`src/shared/supervisor_pkg.sv`:
```
// constants shared by the converter fault supervisor
package supervisor_pkg;

   // ----------------------------------------------------------------
   // clock and timing
   // ----------------------------------------------------------------
   localparam int CLK_PERIOD_NS  = 100;
   localparam int MS_TIME_NS     = 1000000;
   localparam int MS_CYCLES      = MS_TIME_NS / CLK_PERIOD_NS;
   localparam int TOGGLE_TIME_NS = 1000000;
   localparam int TOGGLE_CYCLES  = TOGGLE_TIME_NS / CLK_PERIOD_NS;
   localparam logic [7:0] TDELAY_MS     = 8'h0a;
   localparam logic [7:0] TDELAY_EXT_MS = 8'h1e;
   localparam logic [7:0] TRISE_MS      = 8'h05;
   localparam logic [7:0] TRISE_EXT_MS  = 8'h0f;
   localparam logic [7:0] HICCUP_MS     = 8'h64;

   // ----------------------------------------------------------------
   // measurement scaling and fixed thresholds
   // ----------------------------------------------------------------
   localparam int MEAS_W          = 16;
   localparam int VOUT_LSB_PER_V  = 4096;
   localparam int VOUT_COLLAPSE_MV = 4000;
   localparam logic [15:0] VOUT_COLLAPSE =
      16'(VOUT_COLLAPSE_MV * VOUT_LSB_PER_V / 1000);
   localparam int PREBIAS_MV      = 500;
   localparam logic [15:0] VOUT_PREBIAS =
      16'(PREBIAS_MV * VOUT_LSB_PER_V / 1000);
   localparam int VIN_LSB_MV      = 125;
   localparam int VIN_OV_HYST_MV  = 7000;
   localparam logic [16:0] VIN_OV_HYST = 17'(VIN_OV_HYST_MV / VIN_LSB_MV);
   localparam int TEMP_LSB_MC     = 250;
   localparam int OT_HYST_MC      = 25000;
   localparam logic [16:0] OT_HYST = 17'(OT_HYST_MC / TEMP_LSB_MC);

   // ----------------------------------------------------------------
   // fault channels, actions, pin functions, reset values
   // ----------------------------------------------------------------
   localparam int NUM_FAULTS = 4;
   localparam int FLT_OC     = 0;
   localparam int FLT_OV     = 1;
   localparam int FLT_OT     = 2;
   localparam int FLT_VIN    = 3;
   localparam logic ACTION_LATCH = 1'b1;
   localparam logic [1:0] PF_ENA_GOOD  = 2'h0;
   localparam logic [1:0] PF_TRIM_ENA  = 2'h1;
   localparam logic [1:0] PF_TRIM_GOOD = 2'h2;
   localparam int SEC_EN_BIT  = 0;
   localparam int SEC_NEG_BIT = 1;
   localparam logic PRI_NEG_RESET = 1'b1;

   typedef enum logic [1:0] {SEQ_OFF, SEQ_DELAY, SEQ_RISE, SEQ_RUN}
      seq_state_t;

   // enable level seen through a polarity choice (1 = negative)
   function automatic logic level_on(input logic lvl, input logic neg);
      return lvl ^ neg;
   endfunction

endpackage

```
`src/hw/converter_fault_supervisor.sv`:
```
// fault protection and enable supervisor for an isolated converter
// ------------------------------------------------------------------
// Functional notes
// current limit indefinitely; shut down only if output falls below 4.0V
// auto-restart retries after overcurrent shutdown until fault clears
// overcurrent warn, fault limits and action are host-writable
// latched-off holds until input power cycle or 1 ms on/off toggle
// output overvoltage shuts down; auto-restart default; reprogrammable
// overtemperature shuts down; restarts after cooling about 25 C
// output enabled above input turn-on level, off below turn-off level
// host keeps turn-on level at least 2V above turn-off level
// input overvoltage shuts down; restarts 7V below the fault level
// primary enable has positive or negative factory polarity
// unused primary enable is tied to return or left open by system
// paralleled unit sees output present, lengthens delay, blocks reverse
// paralleled unit into pre-biased output lengthens its rise time
// system keeps load under half rating until all modules started
// control pins: enable+good default, trim+enable, trim+good
// secondary enable ignored until setup enables it, with polarity
// good flag on above good-on level, off on fault or below good-off
// good flag pin polarity positive by default, selectable negative
// output runs only when every enable, lockout and fault allows
// warning flags on current or temperature warn limit, no shutdown
// ------------------------------------------------------------------
`timescale 1ns/1ns
module converter_fault_supervisor
   import supervisor_pkg::*;
#(
   parameter int MS_DIV          = MS_CYCLES,
   parameter int OFF_HOLD_CYCLES = TOGGLE_CYCLES
) (
   // clock and reset
   input  wire logic        ref_clk,
   input  wire logic        rst,
   // measurements from the converter's own digitiser
   input  wire logic [15:0] vin_meas,
   input  wire logic [15:0] vout_meas,
   input  wire logic [15:0] iout_meas,
   input  wire logic [15:0] temp_meas,
   // host settings
   input  wire logic [15:0] overcurrent_warn_limit,
   input  wire logic [15:0] overcurrent_fault_limit,
   input  wire logic        overcurrent_fault_action,
   input  wire logic [15:0] output_overvolt_limit,
   input  wire logic        output_overvolt_action,
   input  wire logic [15:0] overtemp_warn_limit,
   input  wire logic [15:0] overtemp_fault_limit,
   input  wire logic        overtemp_fault_action,
   input  wire logic [15:0] input_on_level,
   input  wire logic [15:0] input_off_level,
   input  wire logic [15:0] input_overvolt_level,
   input  wire logic [15:0] good_on_level,
   input  wire logic [15:0] good_off_level,
   input  wire logic        good_flag_polarity,
   input  wire logic [1:0]  pin_function_select,
   input  wire logic [1:0]  secondary_enable_setup,
   // factory straps
   input  wire logic        primary_polarity_strap,
   input  wire logic        parallel_option,
   // pins
   input  wire logic        primary_enable_pin,
   input  wire logic        config_pin_one_in,
   output logic             config_pin_one_out,
   output logic             config_pin_one_oe_n,
   input  wire logic        config_pin_two_in,
   output logic             config_pin_two_out,
   output logic             config_pin_two_oe_n,
   // power stage control and status
   output logic             output_enable,
   output logic             reverse_block,
   output logic             rise_extended,
   output logic             current_limit_active,
   output logic             overcurrent_warn,
   output logic             overtemp_warn,
   output logic [3:0]       fault_status,
   output logic             input_ok,
   output logic             power_good
);

   // ----------------------------------------------------------------
   // pin synchronisers and strap capture
   // ----------------------------------------------------------------
   logic [2:0] pins_r;
   logic       pri_neg_r;
   logic       strap_done_r;

   pin_sync #(.W(3)) u_sync (
      .ref_clk    (ref_clk),
      .rst        (rst),
      .pin_in     ({config_pin_two_in, config_pin_one_in,
                    primary_enable_pin}),
      .pin_sync_r (pins_r)
   );

   // strap is sampled once, on the first edge after reset release
   always_ff @(posedge ref_clk) begin
      if (rst) begin
         pri_neg_r    <= PRI_NEG_RESET;
         strap_done_r <= 1'b0;
      end else if (!strap_done_r) begin
         pri_neg_r    <= primary_polarity_strap;
         strap_done_r <= 1'b1;
      end
   end

   // ----------------------------------------------------------------
   // enable sources
   // ----------------------------------------------------------------
   logic pri_on;
   logic sec_lvl;
   logic sec_routed;
   logic sec_on;
   logic any_fault;
   logic enable_all;
   logic [3:0] fault_r;

   assign pri_on = level_on(pins_r[0], pri_neg_r);

   // secondary enable lives on pin one or two, or nowhere
   always_comb begin
      sec_lvl    = pins_r[1];
      sec_routed = 1'b1;
      unique case (pin_function_select)
         PF_TRIM_ENA:  sec_lvl    = pins_r[2];
         PF_TRIM_GOOD: sec_routed = 1'b0;
         default:      sec_lvl    = pins_r[1];
      endcase
   end

   // ignored unless the setup turns it on
   assign sec_on = !(sec_routed && secondary_enable_setup[SEC_EN_BIT]) ||
                   level_on(sec_lvl, secondary_enable_setup[SEC_NEG_BIT]);

   assign any_fault  = |fault_r;
   assign enable_all = pri_on && sec_on && input_ok && !any_fault;

   // ----------------------------------------------------------------
   // millisecond divider and on/off toggle detector
   // ----------------------------------------------------------------
   logic [15:0] ms_div_r;
   logic        ms_tick_r;
   logic [15:0] off_cnt_r;
   logic        toggle_r;
   logic        latch_reset;

   always_ff @(posedge ref_clk) begin
      if (rst) begin
         ms_div_r  <= '0;
         ms_tick_r <= 1'b0;
      end else if (ms_div_r == 16'(MS_DIV - 1)) begin
         ms_div_r  <= '0;
         ms_tick_r <= 1'b1;
      end else begin
         ms_div_r  <= ms_div_r + 16'h0001;
         ms_tick_r <= 1'b0;
      end
   end

   // one pulse once the primary enable has been off for the hold time
   always_ff @(posedge ref_clk) begin
      if (rst || pri_on) begin
         off_cnt_r <= '0;
         toggle_r  <= 1'b0;
      end else if (off_cnt_r != 16'(OFF_HOLD_CYCLES)) begin
         off_cnt_r <= off_cnt_r + 16'h0001;
         toggle_r  <= (off_cnt_r == 16'(OFF_HOLD_CYCLES - 1));
      end else begin
         toggle_r  <= 1'b0;
      end
   end

   // input lockout stands in for an input power cycle
   assign latch_reset = toggle_r || !input_ok;

   // ----------------------------------------------------------------
   // input lockout, warnings and current limit
   // ----------------------------------------------------------------
   // hysteresis width is the host's job; equal levels just chatter
   always_ff @(posedge ref_clk) begin
      if (rst) begin
         input_ok <= 1'b0;
      end else if (vin_meas < input_off_level) begin
         input_ok <= 1'b0;
      end else if (vin_meas > input_on_level) begin
         input_ok <= 1'b1;
      end
   end

   always_ff @(posedge ref_clk) begin
      if (rst) begin
         current_limit_active <= 1'b0;
         overcurrent_warn     <= 1'b0;
         overtemp_warn        <= 1'b0;
      end else begin
         current_limit_active <= iout_meas > overcurrent_fault_limit;
         overcurrent_warn <= iout_meas > overcurrent_warn_limit;
         overtemp_warn    <= temp_meas > overtemp_warn_limit;
      end
   end

   // ----------------------------------------------------------------
   // protection channels
   // ----------------------------------------------------------------
   seq_state_t  seq_r;
   logic [7:0]  hic_r;
   logic        hiccup_done;
   logic        oc_trip;
   logic [3:0]  trip;
   logic [3:0]  clear_ok;
   logic [3:0]  latched;

   // overload only trips once the output has collapsed
   assign oc_trip = seq_r == SEQ_RUN &&
                    iout_meas > overcurrent_fault_limit &&
                    vout_meas < VOUT_COLLAPSE;
   assign trip = {vin_meas > input_overvolt_level,
                  temp_meas > overtemp_fault_limit,
                  vout_meas > output_overvolt_limit,
                  oc_trip};
   assign hiccup_done = hic_r >= HICCUP_MS;
   assign clear_ok = {
      {1'b0, vin_meas} + VIN_OV_HYST <= {1'b0, input_overvolt_level},
      {1'b0, temp_meas} + OT_HYST <= {1'b0, overtemp_fault_limit},
      hiccup_done, hiccup_done};
   assign latched = {1'b0, overtemp_fault_action,
                     output_overvolt_action, overcurrent_fault_action};

   // retry timer runs while an overcurrent or overvoltage holds off
   always_ff @(posedge ref_clk) begin
      if (rst || !(fault_r[FLT_OC] || fault_r[FLT_OV]) || hiccup_done) begin
         hic_r <= '0;
      end else if (ms_tick_r) begin
         hic_r <= hic_r + 8'h01;
      end
   end

   generate
      for (genvar i = 0; i < NUM_FAULTS; i++) begin : g_flt
         fault_channel u_chan (
            .ref_clk      (ref_clk),
            .rst          (rst),
            .trip         (trip[i]),
            .clear_ok     (clear_ok[i]),
            .latched_mode (latched[i] == ACTION_LATCH),
            .latch_reset  (latch_reset),
            .fault_r      (fault_r[i])
         );
      end
   endgenerate

   assign fault_status = fault_r;

   // ----------------------------------------------------------------
   // start-up sequencer
   // ----------------------------------------------------------------
   logic [7:0] time_r;
   logic       ext_delay_r;
   logic       ext_rise_r;
   logic       prebias;

   assign prebias = parallel_option && vout_meas > VOUT_PREBIAS;

   // any enable source dropping aborts the start at once
   always_ff @(posedge ref_clk) begin
      if (rst) begin
         seq_r       <= SEQ_OFF;
         time_r      <= '0;
         ext_delay_r <= 1'b0;
         ext_rise_r  <= 1'b0;
      end else if (!enable_all) begin
         seq_r  <= SEQ_OFF;
         time_r <= '0;
      end else begin
         unique case (seq_r)
            SEQ_OFF: begin
               seq_r       <= SEQ_DELAY;
               time_r      <= '0;
               ext_delay_r <= prebias;
            end
            SEQ_DELAY: begin
               if (time_r >= (ext_delay_r ? TDELAY_EXT_MS : TDELAY_MS)) begin
                  seq_r      <= SEQ_RISE;
                  time_r     <= '0;
                  ext_rise_r <= prebias;
               end else if (ms_tick_r) begin
                  time_r <= time_r + 8'h01;
               end
            end
            SEQ_RISE: begin
               if (time_r >= (ext_rise_r ? TRISE_EXT_MS : TRISE_MS)) begin
                  seq_r <= SEQ_RUN;
               end else if (ms_tick_r) begin
                  time_r <= time_r + 8'h01;
               end
            end
            SEQ_RUN: begin
               seq_r <= SEQ_RUN;
            end
         endcase
      end
   end

   // reverse blocking stays on until the rise is done
   always_ff @(posedge ref_clk) begin
      if (rst) begin
         output_enable <= 1'b0;
         reverse_block <= 1'b0;
         rise_extended <= 1'b0;
      end else begin
         output_enable <= enable_all &&
                          (seq_r == SEQ_RISE || seq_r == SEQ_RUN);
         reverse_block <= parallel_option && seq_r != SEQ_RUN;
         rise_extended <= seq_r == SEQ_RISE && ext_rise_r;
      end
   end

   // ----------------------------------------------------------------
   // good flag and control pin drive
   // ----------------------------------------------------------------
   always_ff @(posedge ref_clk) begin
      if (rst) begin
         power_good <= 1'b0;
      end else if (any_fault || seq_r != SEQ_RUN ||
                   vout_meas < good_off_level) begin
         power_good <= 1'b0;
      end else if (vout_meas > good_on_level) begin
         power_good <= 1'b1;
      end
   end

   // open drain: released reads high through the pull-up
   always_ff @(posedge ref_clk) begin
      if (rst) begin
         config_pin_two_oe_n <= 1'b1;
      end else if (pin_function_select == PF_TRIM_ENA) begin
         config_pin_two_oe_n <= 1'b1;
      end else begin
         config_pin_two_oe_n <= power_good ^ good_flag_polarity;
      end
   end

   // pin one is trim or an enable input, never driven
   assign config_pin_one_out  = 1'b0;
   assign config_pin_one_oe_n = 1'b1;
   assign config_pin_two_out  = 1'b0;
endmodule

```
`src/hw/fault_channel.sv`:
```
// one protection channel: trip, auto-restart or latched-off hold
`timescale 1ns/1ns
module fault_channel
   import supervisor_pkg::*;
(
   // clock and reset
   input  wire logic ref_clk,
   input  wire logic rst,
   // conditions
   input  wire logic trip,
   input  wire logic clear_ok,
   input  wire logic latched_mode,
   input  wire logic latch_reset,
   // state
   output logic      fault_r
);

   // trip wins over any clear arriving in the same cycle
   always_ff @(posedge ref_clk) begin
      if (rst) begin
         fault_r <= 1'b0;
      end else if (trip) begin
         fault_r <= 1'b1;
      end else if (latched_mode ? latch_reset : clear_ok) begin
         fault_r <= 1'b0;
      end
   end

endmodule

```
`src/hw/pin_sync.sv`:
```
// two-flop synchroniser for asynchronous pin levels
`timescale 1ns/1ns
module pin_sync
   import supervisor_pkg::*;
#(
   parameter int W = 3
) (
   // clock and reset
   input  wire logic         ref_clk,
   input  wire logic         rst,
   // levels
   input  wire logic [W-1:0] pin_in,
   output logic      [W-1:0] pin_sync_r
);

   logic [W-1:0] meta_r;

   // first stage feeds only the second stage
   always_ff @(posedge ref_clk) begin
      if (rst) begin
         meta_r     <= '0;
         pin_sync_r <= '0;
      end else begin
         meta_r     <= pin_in;
         pin_sync_r <= meta_r;
      end
   end

endmodule

```
`config.mk`:
```
export PLATFORM = sky130hd
export DESIGN_NAME = converter_fault_supervisor
export DESIGN_NICKNAME = d
export VERILOG_FILES = /design/src/shared/supervisor_pkg.sv /design/src/hw/converter_fault_supervisor.sv /design/src/hw/fault_channel.sv /design/src/hw/pin_sync.sv
export SDC_FILE = /design/constraint.sdc
export NUM_CORES = 1
export LEC_CHECK = 0
export BUFFER_PORTS_ARGS = -buffer_cell sky130_fd_sc_hd__buf_4
export CORE_ASPECT_RATIO = 0.8
export CORE_MARGIN = 1
export CORE_UTILIZATION = 54
export CTS_CLUSTER_SIZE = 16
export DETAILED_ROUTE_END_ITERATION = 8
export MAX_ROUTING_LAYER = met4
export PLACE_DENSITY = 0.89
export SLEW_MARGIN = 25
export SYNTH_ARGS = -nofsm -noshare
export SYNTH_HDL_FRONTEND = slang
export SYNTH_SLANG_ARGS = --single-unit
```
`constraint.sdc`:
```
create_clock -name ref_clk -period 2.5 [get_ports ref_clk]
set_input_delay 0 -clock ref_clk [delete_from_list [all_inputs] [get_ports ref_clk]]
set_output_delay 0 -clock ref_clk [all_outputs]
set_load 0.005 [all_outputs]
```
# [After elaboration in Yosys (flattened, before gate mapping)]
# Cells that the tools add are included.
[totals] reg_bits=75 input_bits=239 out_inout_bits=16 wordCells=130
[op_classes] add_sub_neg=6 n_lt_le_gt_ge=17 n_eq_ne=12 n_mux=24 bitwise=5 reduce_logical=40
[ops] op="> comparator 16 bit" count=8
[ops] op="less-or-equal comparator 17 x 16 -> 1 bit" count=2
[ops] op="adder 16 x 1 -> 16 bit (second input constant)" count=2
[ops] op="equality test 16 x 14 -> 1 bit (second input constant)" count=2
[ops] op="less-than comparator 16 bit" count=2
[ops] op="2-to-1 mux 8 bit" count=3
[ops] op="case mux 8 bit (3 select lines)" count=1
[ops] op="adder 16 x 6 -> 17 bit (second input constant)" count=1
[ops] op="adder 16 x 7 -> 17 bit (second input constant)" count=1
[ops] op="adder 8 x 1 -> 8 bit (second input constant)" count=2
[ops] op="> comparator 16 x 12 -> 1 bit (second input constant)" count=1
[ops] op="less-than comparator 16 x 15 -> 1 bit (second input constant)" count=1
[ops] op="inequality test 16 x 14 -> 1 bit (second input constant)" count=1
[ops] op="2-to-1 mux 1 bit" count=15
[ops] op="OR reduction 2 bit" count=6
[ops] op="logical AND 1 bit" count=10
[ops] op="logical OR 1 bit" count=9
[ops] op="greater-or-equal comparator 8 x 4 -> 1 bit" count=1
[ops] op="greater-or-equal comparator 8 x 5 -> 1 bit" count=1
[ops] op="greater-or-equal comparator 8 x 7 -> 1 bit (second input constant)" count=1
[ops] op="inequality test 2 bit (second input constant)" count=4
[ops] op="case mux 2 bit (4 select lines)" count=1
[ops] op="nonzero test 2 bit" count=4
[ops] op="equality test 2 bit (second input constant)" count=3
[ops] op="other kinds (12)" count=22

# [Longest topological paths before layout]
[depth] depth_word=10 mapped_depth=15 depth_no_buf=15

# [Hierarchy]
# Synthesis repeated with hierarchy kept, for this count alone.
[unflattened] cells_unflattened=1078 area_unflattened_um2=8456.9
[modules_own_cells] mod="converter_fault_supervisor" instances=1 cells_per_inst=1046 area_per_inst_um2=8084.0 seq_area_each_um2=1301.2
[modules_own_cells] mod="fault_channel" instances=4 cells_per_inst=5 area_per_inst_um2=53.8 seq_area_each_um2=20.0
[modules_own_cells] mod="pin_sync" instances=1 cells_per_inst=12 area_per_inst_um2=157.7 seq_area_each_um2=120.1

# [Worst setup path before layout]
# Ideal clock, no wire load.
[synth_timing] path_kind="input port to flip-flop" from="in temp_meas[3]" to="reg g_flt[2].u_chan.fault_r" setup_ns=0.116 arrival_ns=1.935 t_required_ns=2.384 slack_ns=0.448 path_stages=10 n_path_buf=0 path_cell_list="nand3_1 > nor3b_1 > nor2_1 > xor2_1 > ha_1 > nand4_1 > or2_2 > nor3_1 > nand3b_1 > a31o_2"
[synth_between] elab_chain_cells=4 elab_cells_between_ends=6 cone_classes="add/sub (1); order compare (2); mux (2); reduce/logical (1)"
[synth_rtl] item="start, declared" line="converter_fault_supervisor.sv:39" text="input wire logic [15:0] temp_meas,"
[synth_rtl] item="adder 16 x 7 -> 17 bit" line="converter_fault_supervisor.sv:223" text="{1'b0, temp_meas} + OT_HYST <= {1'b0, overtemp_fault_limit},"
[synth_rtl] item="less-or-equal comparator 17 x 16 -> 1 bit" line="converter_fault_supervisor.sv:223"
[synth_rtl] item="2-to-1 mux 1 bit" line="fault_channel.sv:24" text="end else if (latched_mode ? latch_reset : clear_ok) begin"
[synth_rtl] item="nonzero test 2 bit (no line)"
[synth_rtl] item="end signal, assigned" line="fault_channel.sv:21" text="fault_r <= 1'b0;"
[synth_rtl] item="end signal, assigned" line="fault_channel.sv:23" text="fault_r <= 1'b1;"
[synth_rtl] item="end signal, assigned" line="fault_channel.sv:25" text="fault_r <= 1'b0;"
[synth_rtl] item="end, declared" line="fault_channel.sv:15" text="output logic fault_r"
# Parallel ways exist; a longest one is shown, timed or not.
# A chain may end at the register's enable or synchronous reset.

# [Worst setup path in the final report]
[layout_timing] from="in vin_meas[3]" to="reg g_flt[3].u_chan.fault_r"
[layout_between] elab_chain_cells=3 elab_cells_between_ends=5 cone_classes="add/sub (1); order compare (2); mux (1); reduce/logical (1)"
[layout_rtl] item="start, declared" line="converter_fault_supervisor.sv:36" text="input wire logic [15:0] vin_meas,"
[layout_rtl] item="adder 16 x 6 -> 17 bit" line="converter_fault_supervisor.sv:222" text="{1'b0, vin_meas} + VIN_OV_HYST <= {1'b0, input_overvolt_level},"
[layout_rtl] item="less-or-equal comparator 17 x 16 -> 1 bit" line="converter_fault_supervisor.sv:222"
[layout_rtl] item="nonzero test 2 bit (no line)"
[layout_rtl] item="end signal, assigned" line="fault_channel.sv:21"
[layout_rtl] item="end signal, assigned" line="fault_channel.sv:23"
[layout_rtl] item="end signal, assigned" line="fault_channel.sv:25"
[layout_rtl] item="end, declared" line="fault_channel.sv:15"
# Parallel ways exist; a longest one is shown, timed or not.

==> impl_results.md <==
- Outcome: finished, final reports clean
- Post-synthesis simple-gate area fraction: 19.5%
- Cell count after synthesis: 1,067
- CTS tree: done
- CP startpoint kind: primary input
- Post-Syn Area per Cell: 7.83 sq um
- Final antenna diode count: 0
- VDD IR-drop max: 0.000262 V
- Die Span X: 141 um
- CTS Buffer Depth: 2
- Final WL: 24,200 um
- Detail-routed via count per cell: 5.44
- Hold Path Depth: 2
- Via count of the first global-routing pass: 8,332
- Hold-critical path endpoint: ms_tick_r
- Crit Path Category: primary input to register
- Mapped Area: 8350 sq um
- Die Y-Extent: 113 um
- Yosys cell types: 64
- Clock Pin Slew Worst Setup and Hold Paths: 0.07 ns
- Worst reg2reg startpoint: time_r[1]
- YS warnings: 0
- Grt ovf: 0
- Final Core Density: 71.9%
- Tcrit/Tclk final: 89.8%
- WL per Instance: 15.7 um
- Slew Limit Fails: 0
- Slew Limit Headroom: 66.2%
- Fmax: 0.445 GHz
- DRT iter0 DRCs: 421
- Clk_lat worst skew: 0.34 ns
- CTS H-tree depth: 3
- Tightest Pin Transition: 0.494 ns
- GRT Overall Usage: 31.7%
- Layout cells sized above 1: 21.3%
- RR Endpoint: time_r[6]
- Top-Level Pins: 255
- Root Buffer: clkbuf_16
- Post-synthesis sequential area ratio: 18.0%
- Routed Antenna Nets: 0
- Antenna violations before repair: 0
- Row count: 40
- Final setup vio count: 0
- CTS Buf Count: 9
- Synth Area in Compound Gates: 15.3%
- PwrDens: 354 nW/um^2
- Post-CTS setup buffers: 0
- Clk sinks: 75
- Crit path DAT: 2.47 ns
- Crit Path Max Fanout: 5
- Kind of end point of the critical path: register
- Layout Cells excl Fill: 1,542
- Core area: 15,100 sq um
- TritonRoute pass-1 iters: 5
- IO Port Bufs: 251
- Max-cap viol count: 0
- Async SR Flop Fraction: 0%
- Clock Skew: 0.00598 ns
- Period minus WS final: 2.25 ns
- Ys flop type: dfxtp_1
- Main combinational cell family by area after synthesis: adder cells
- Nets: 1,770
- Multiplexer share of the synthesized area: 0.479%
- Leakage: 5.68 nW
- EDFF count, synth: 0
- Final Hold Fails: 0
- Filler cells: 1,176
- Area leader, netlist: ha_1
- Adder-Cell Fraction of Synth Area: 30.6%
- Area share of the largest cell type after synthesis: 30.6%
- First-pass GRT wire length: 39,400 um
- Gpl congestion: 0.994
- CP Data Required Time: 2.73 ns
- Area growth, synth to finish: 29.7%
- Placed Cells: 1,518
- Synth Area in XOR/XNOR: 6.92%
- Flop2flop setup slack: 0.55 ns
- Pre-CTS setup slack: -0.0365 ns
- Full die area: 16,000 sq um
- #FFs+latches synth: 75
- Hold path start: rst
- Worst reg2reg path depth: 7
- Unrepaired setup endpoints after global routing: false
- Post-DP HPWL: 20,700 um
- Setup WS post-layout: 0.254 ns
- Synth top area cells: ha_1, dfxtp_1, inv_1
- Largest net degree at the start of global routing: 20
- Vias: 8,386
- Hold crit path type: primary input to register
- Initial core utilization: 55.4%
- # DRC: 0
## worst max-delay path, cell delays in order
cell and delay, ns:
buf_4 0.14, inv_1 0.08, ha_1 0.20, inv_1 0.05, o21ai_0 0.37, nor2_1 0.13
nand4_1 0.17, nor2_1 0.08, xor2_1 0.14, ha_1 0.20, a2111o_1 0.42, o41ai_1 0.38
nand3_1 0.11
## area by class of cell
type                    instances  area (sq um)  share of cell area (%)
multi-input cells             797          6090                    56.2
repair buffers                262          1990                    18.3
flip-flops and latches         75          1500                    13.9
inverters                     182           683                    6.31
well taps                     210           263                    2.43
clock buffers                   9           225                    2.08
clock inverters                 7          82.6                   0.762
## per-layer routing
layer / vias to the layer above / wire length (um) / global-route usage, %
met2: 354 / 11300 / 54.9
met1: 3747 / 10500 / 36.8
li1: 4219 / - / -
met3: 66 / 1580 / 4.74
met5: - / 0 / -
met4: 0 / 854 / 12.8
## layout by cell type, fill, tap and decap left out, types with 7 or more instances in the layout
cell type / synthesis / routed
a211oi_1: 7 / 7
nor2b_1: 19 / 19
o21a_1: 14 / 14
ha_1: 204 / 204
o21ai_0: 41 / 41
nand4_1: 45 / 45
nand2_1: 60 / 60
a21o_1: 23 / 23
nand3_1: 41 / 41
nand2b_1: 8 / 8
buf_4: 7 / 254
inv_1: 182 / 182
dlygate4sd3_1: 0 / 8
a2111oi_0: 8 / 8
xnor2_1: 26 / 26
dfxtp_1: 75 / 75
and3_1: 11 / 11
a21oi_1: 64 / 64
nor2_1: 90 / 90
nor3_1: 11 / 11
clkbuf_16: 0 / 9
xor2_1: 40 / 40
nor4_1: 10 / 10
## how the worst max path moves through the flow
stage / cells after the start / slack [ns] / endpoint / from
global route: 13 / 0.08 / g_flt[3].u_chan.fault_r / vin_meas[3]
detailed placement: 13 / -0.04 / g_flt[3].u_chan.fault_r / vin_meas[3]
finish: 13 / 0.25 / g_flt[3].u_chan.fault_r / vin_meas[3]
global placement: 13 / 0.11 / g_flt[3].u_chan.fault_r / vin_meas[3]
floorplan: 10 / 0.45 / g_flt[2].u_chan.fault_r / temp_meas[3]
CTS: 13 / 0.32 / g_flt[3].u_chan.fault_r / vin_meas[3]
## cells in the mapped netlist, types with 6 or more instances
master and n:
a211oi_1 7, inv_1 182, ha_1 204, a21o_1 23
clkbuf_1 6, nand2b_1 8, dfxtp_1 75, a2111oi_0 8
o21ai_0 41, and3_1 11, nor2b_1 19, nand4_1 45
a21oi_1 64, nand3_1 41, o21a_1 14, xor2_1 40
nor4_1 10, nand2_1 60, nor3_1 11, buf_4 7
nor2_1 90, xnor2_1 26
## power by group
part / internal [mW] / switching [mW]
clock network: 0.790 / 0.557
registers: 1.22 / 0.0218
logic: 0.637 / 0.605
total: 2.65 / 1.18
## what timing repair did
item,CTS,global route
gates resized for setup,0,0
hold endpoints to repair,8,0
hold buffers,8,0
## flip-flops by register name, indices dropped and copies added (netlist names), 2 cells and up
signal,count
u_sync.pin_sync_r,3
time_r,8
hic_r,8
off_cnt_r,16
g_flt.u_chan.fault_r,4
u_sync.meta_r,3
seq_r,2
ms_div_r,16
## cells by family after synthesis
group                    after synthesis
other                                  2
buffers and inverters                197
XOR/XNOR                              66
adder cells (fa/ha/maj)              204
AND/OR/NAND/NOR                      323
AO/OA/AOI/OAI                        196
flip-flops                            75
multiplexers                           4
## stage by stage
step / setup TNS [ns] / instance area (sq um) / total power [mW] / hold WS (ns)
2_1_floorplan: 0 / 8360 / 1.91 / 0.125
3_3_place_gp: 0 / 10400 / 2.45 / 0.218
3_5_place_dp: -0.0365 / 10400 / 2.48 / 0.220
4_1_cts: 0 / 10800 / 3.83 / 0.00209
5_1_grt: 0 / 10800 / 4.05 / 0.0257
6_report: 0 / 10800 / 3.83 / 0.00791
Note: power is estimated with default switching activity, not from simulation.
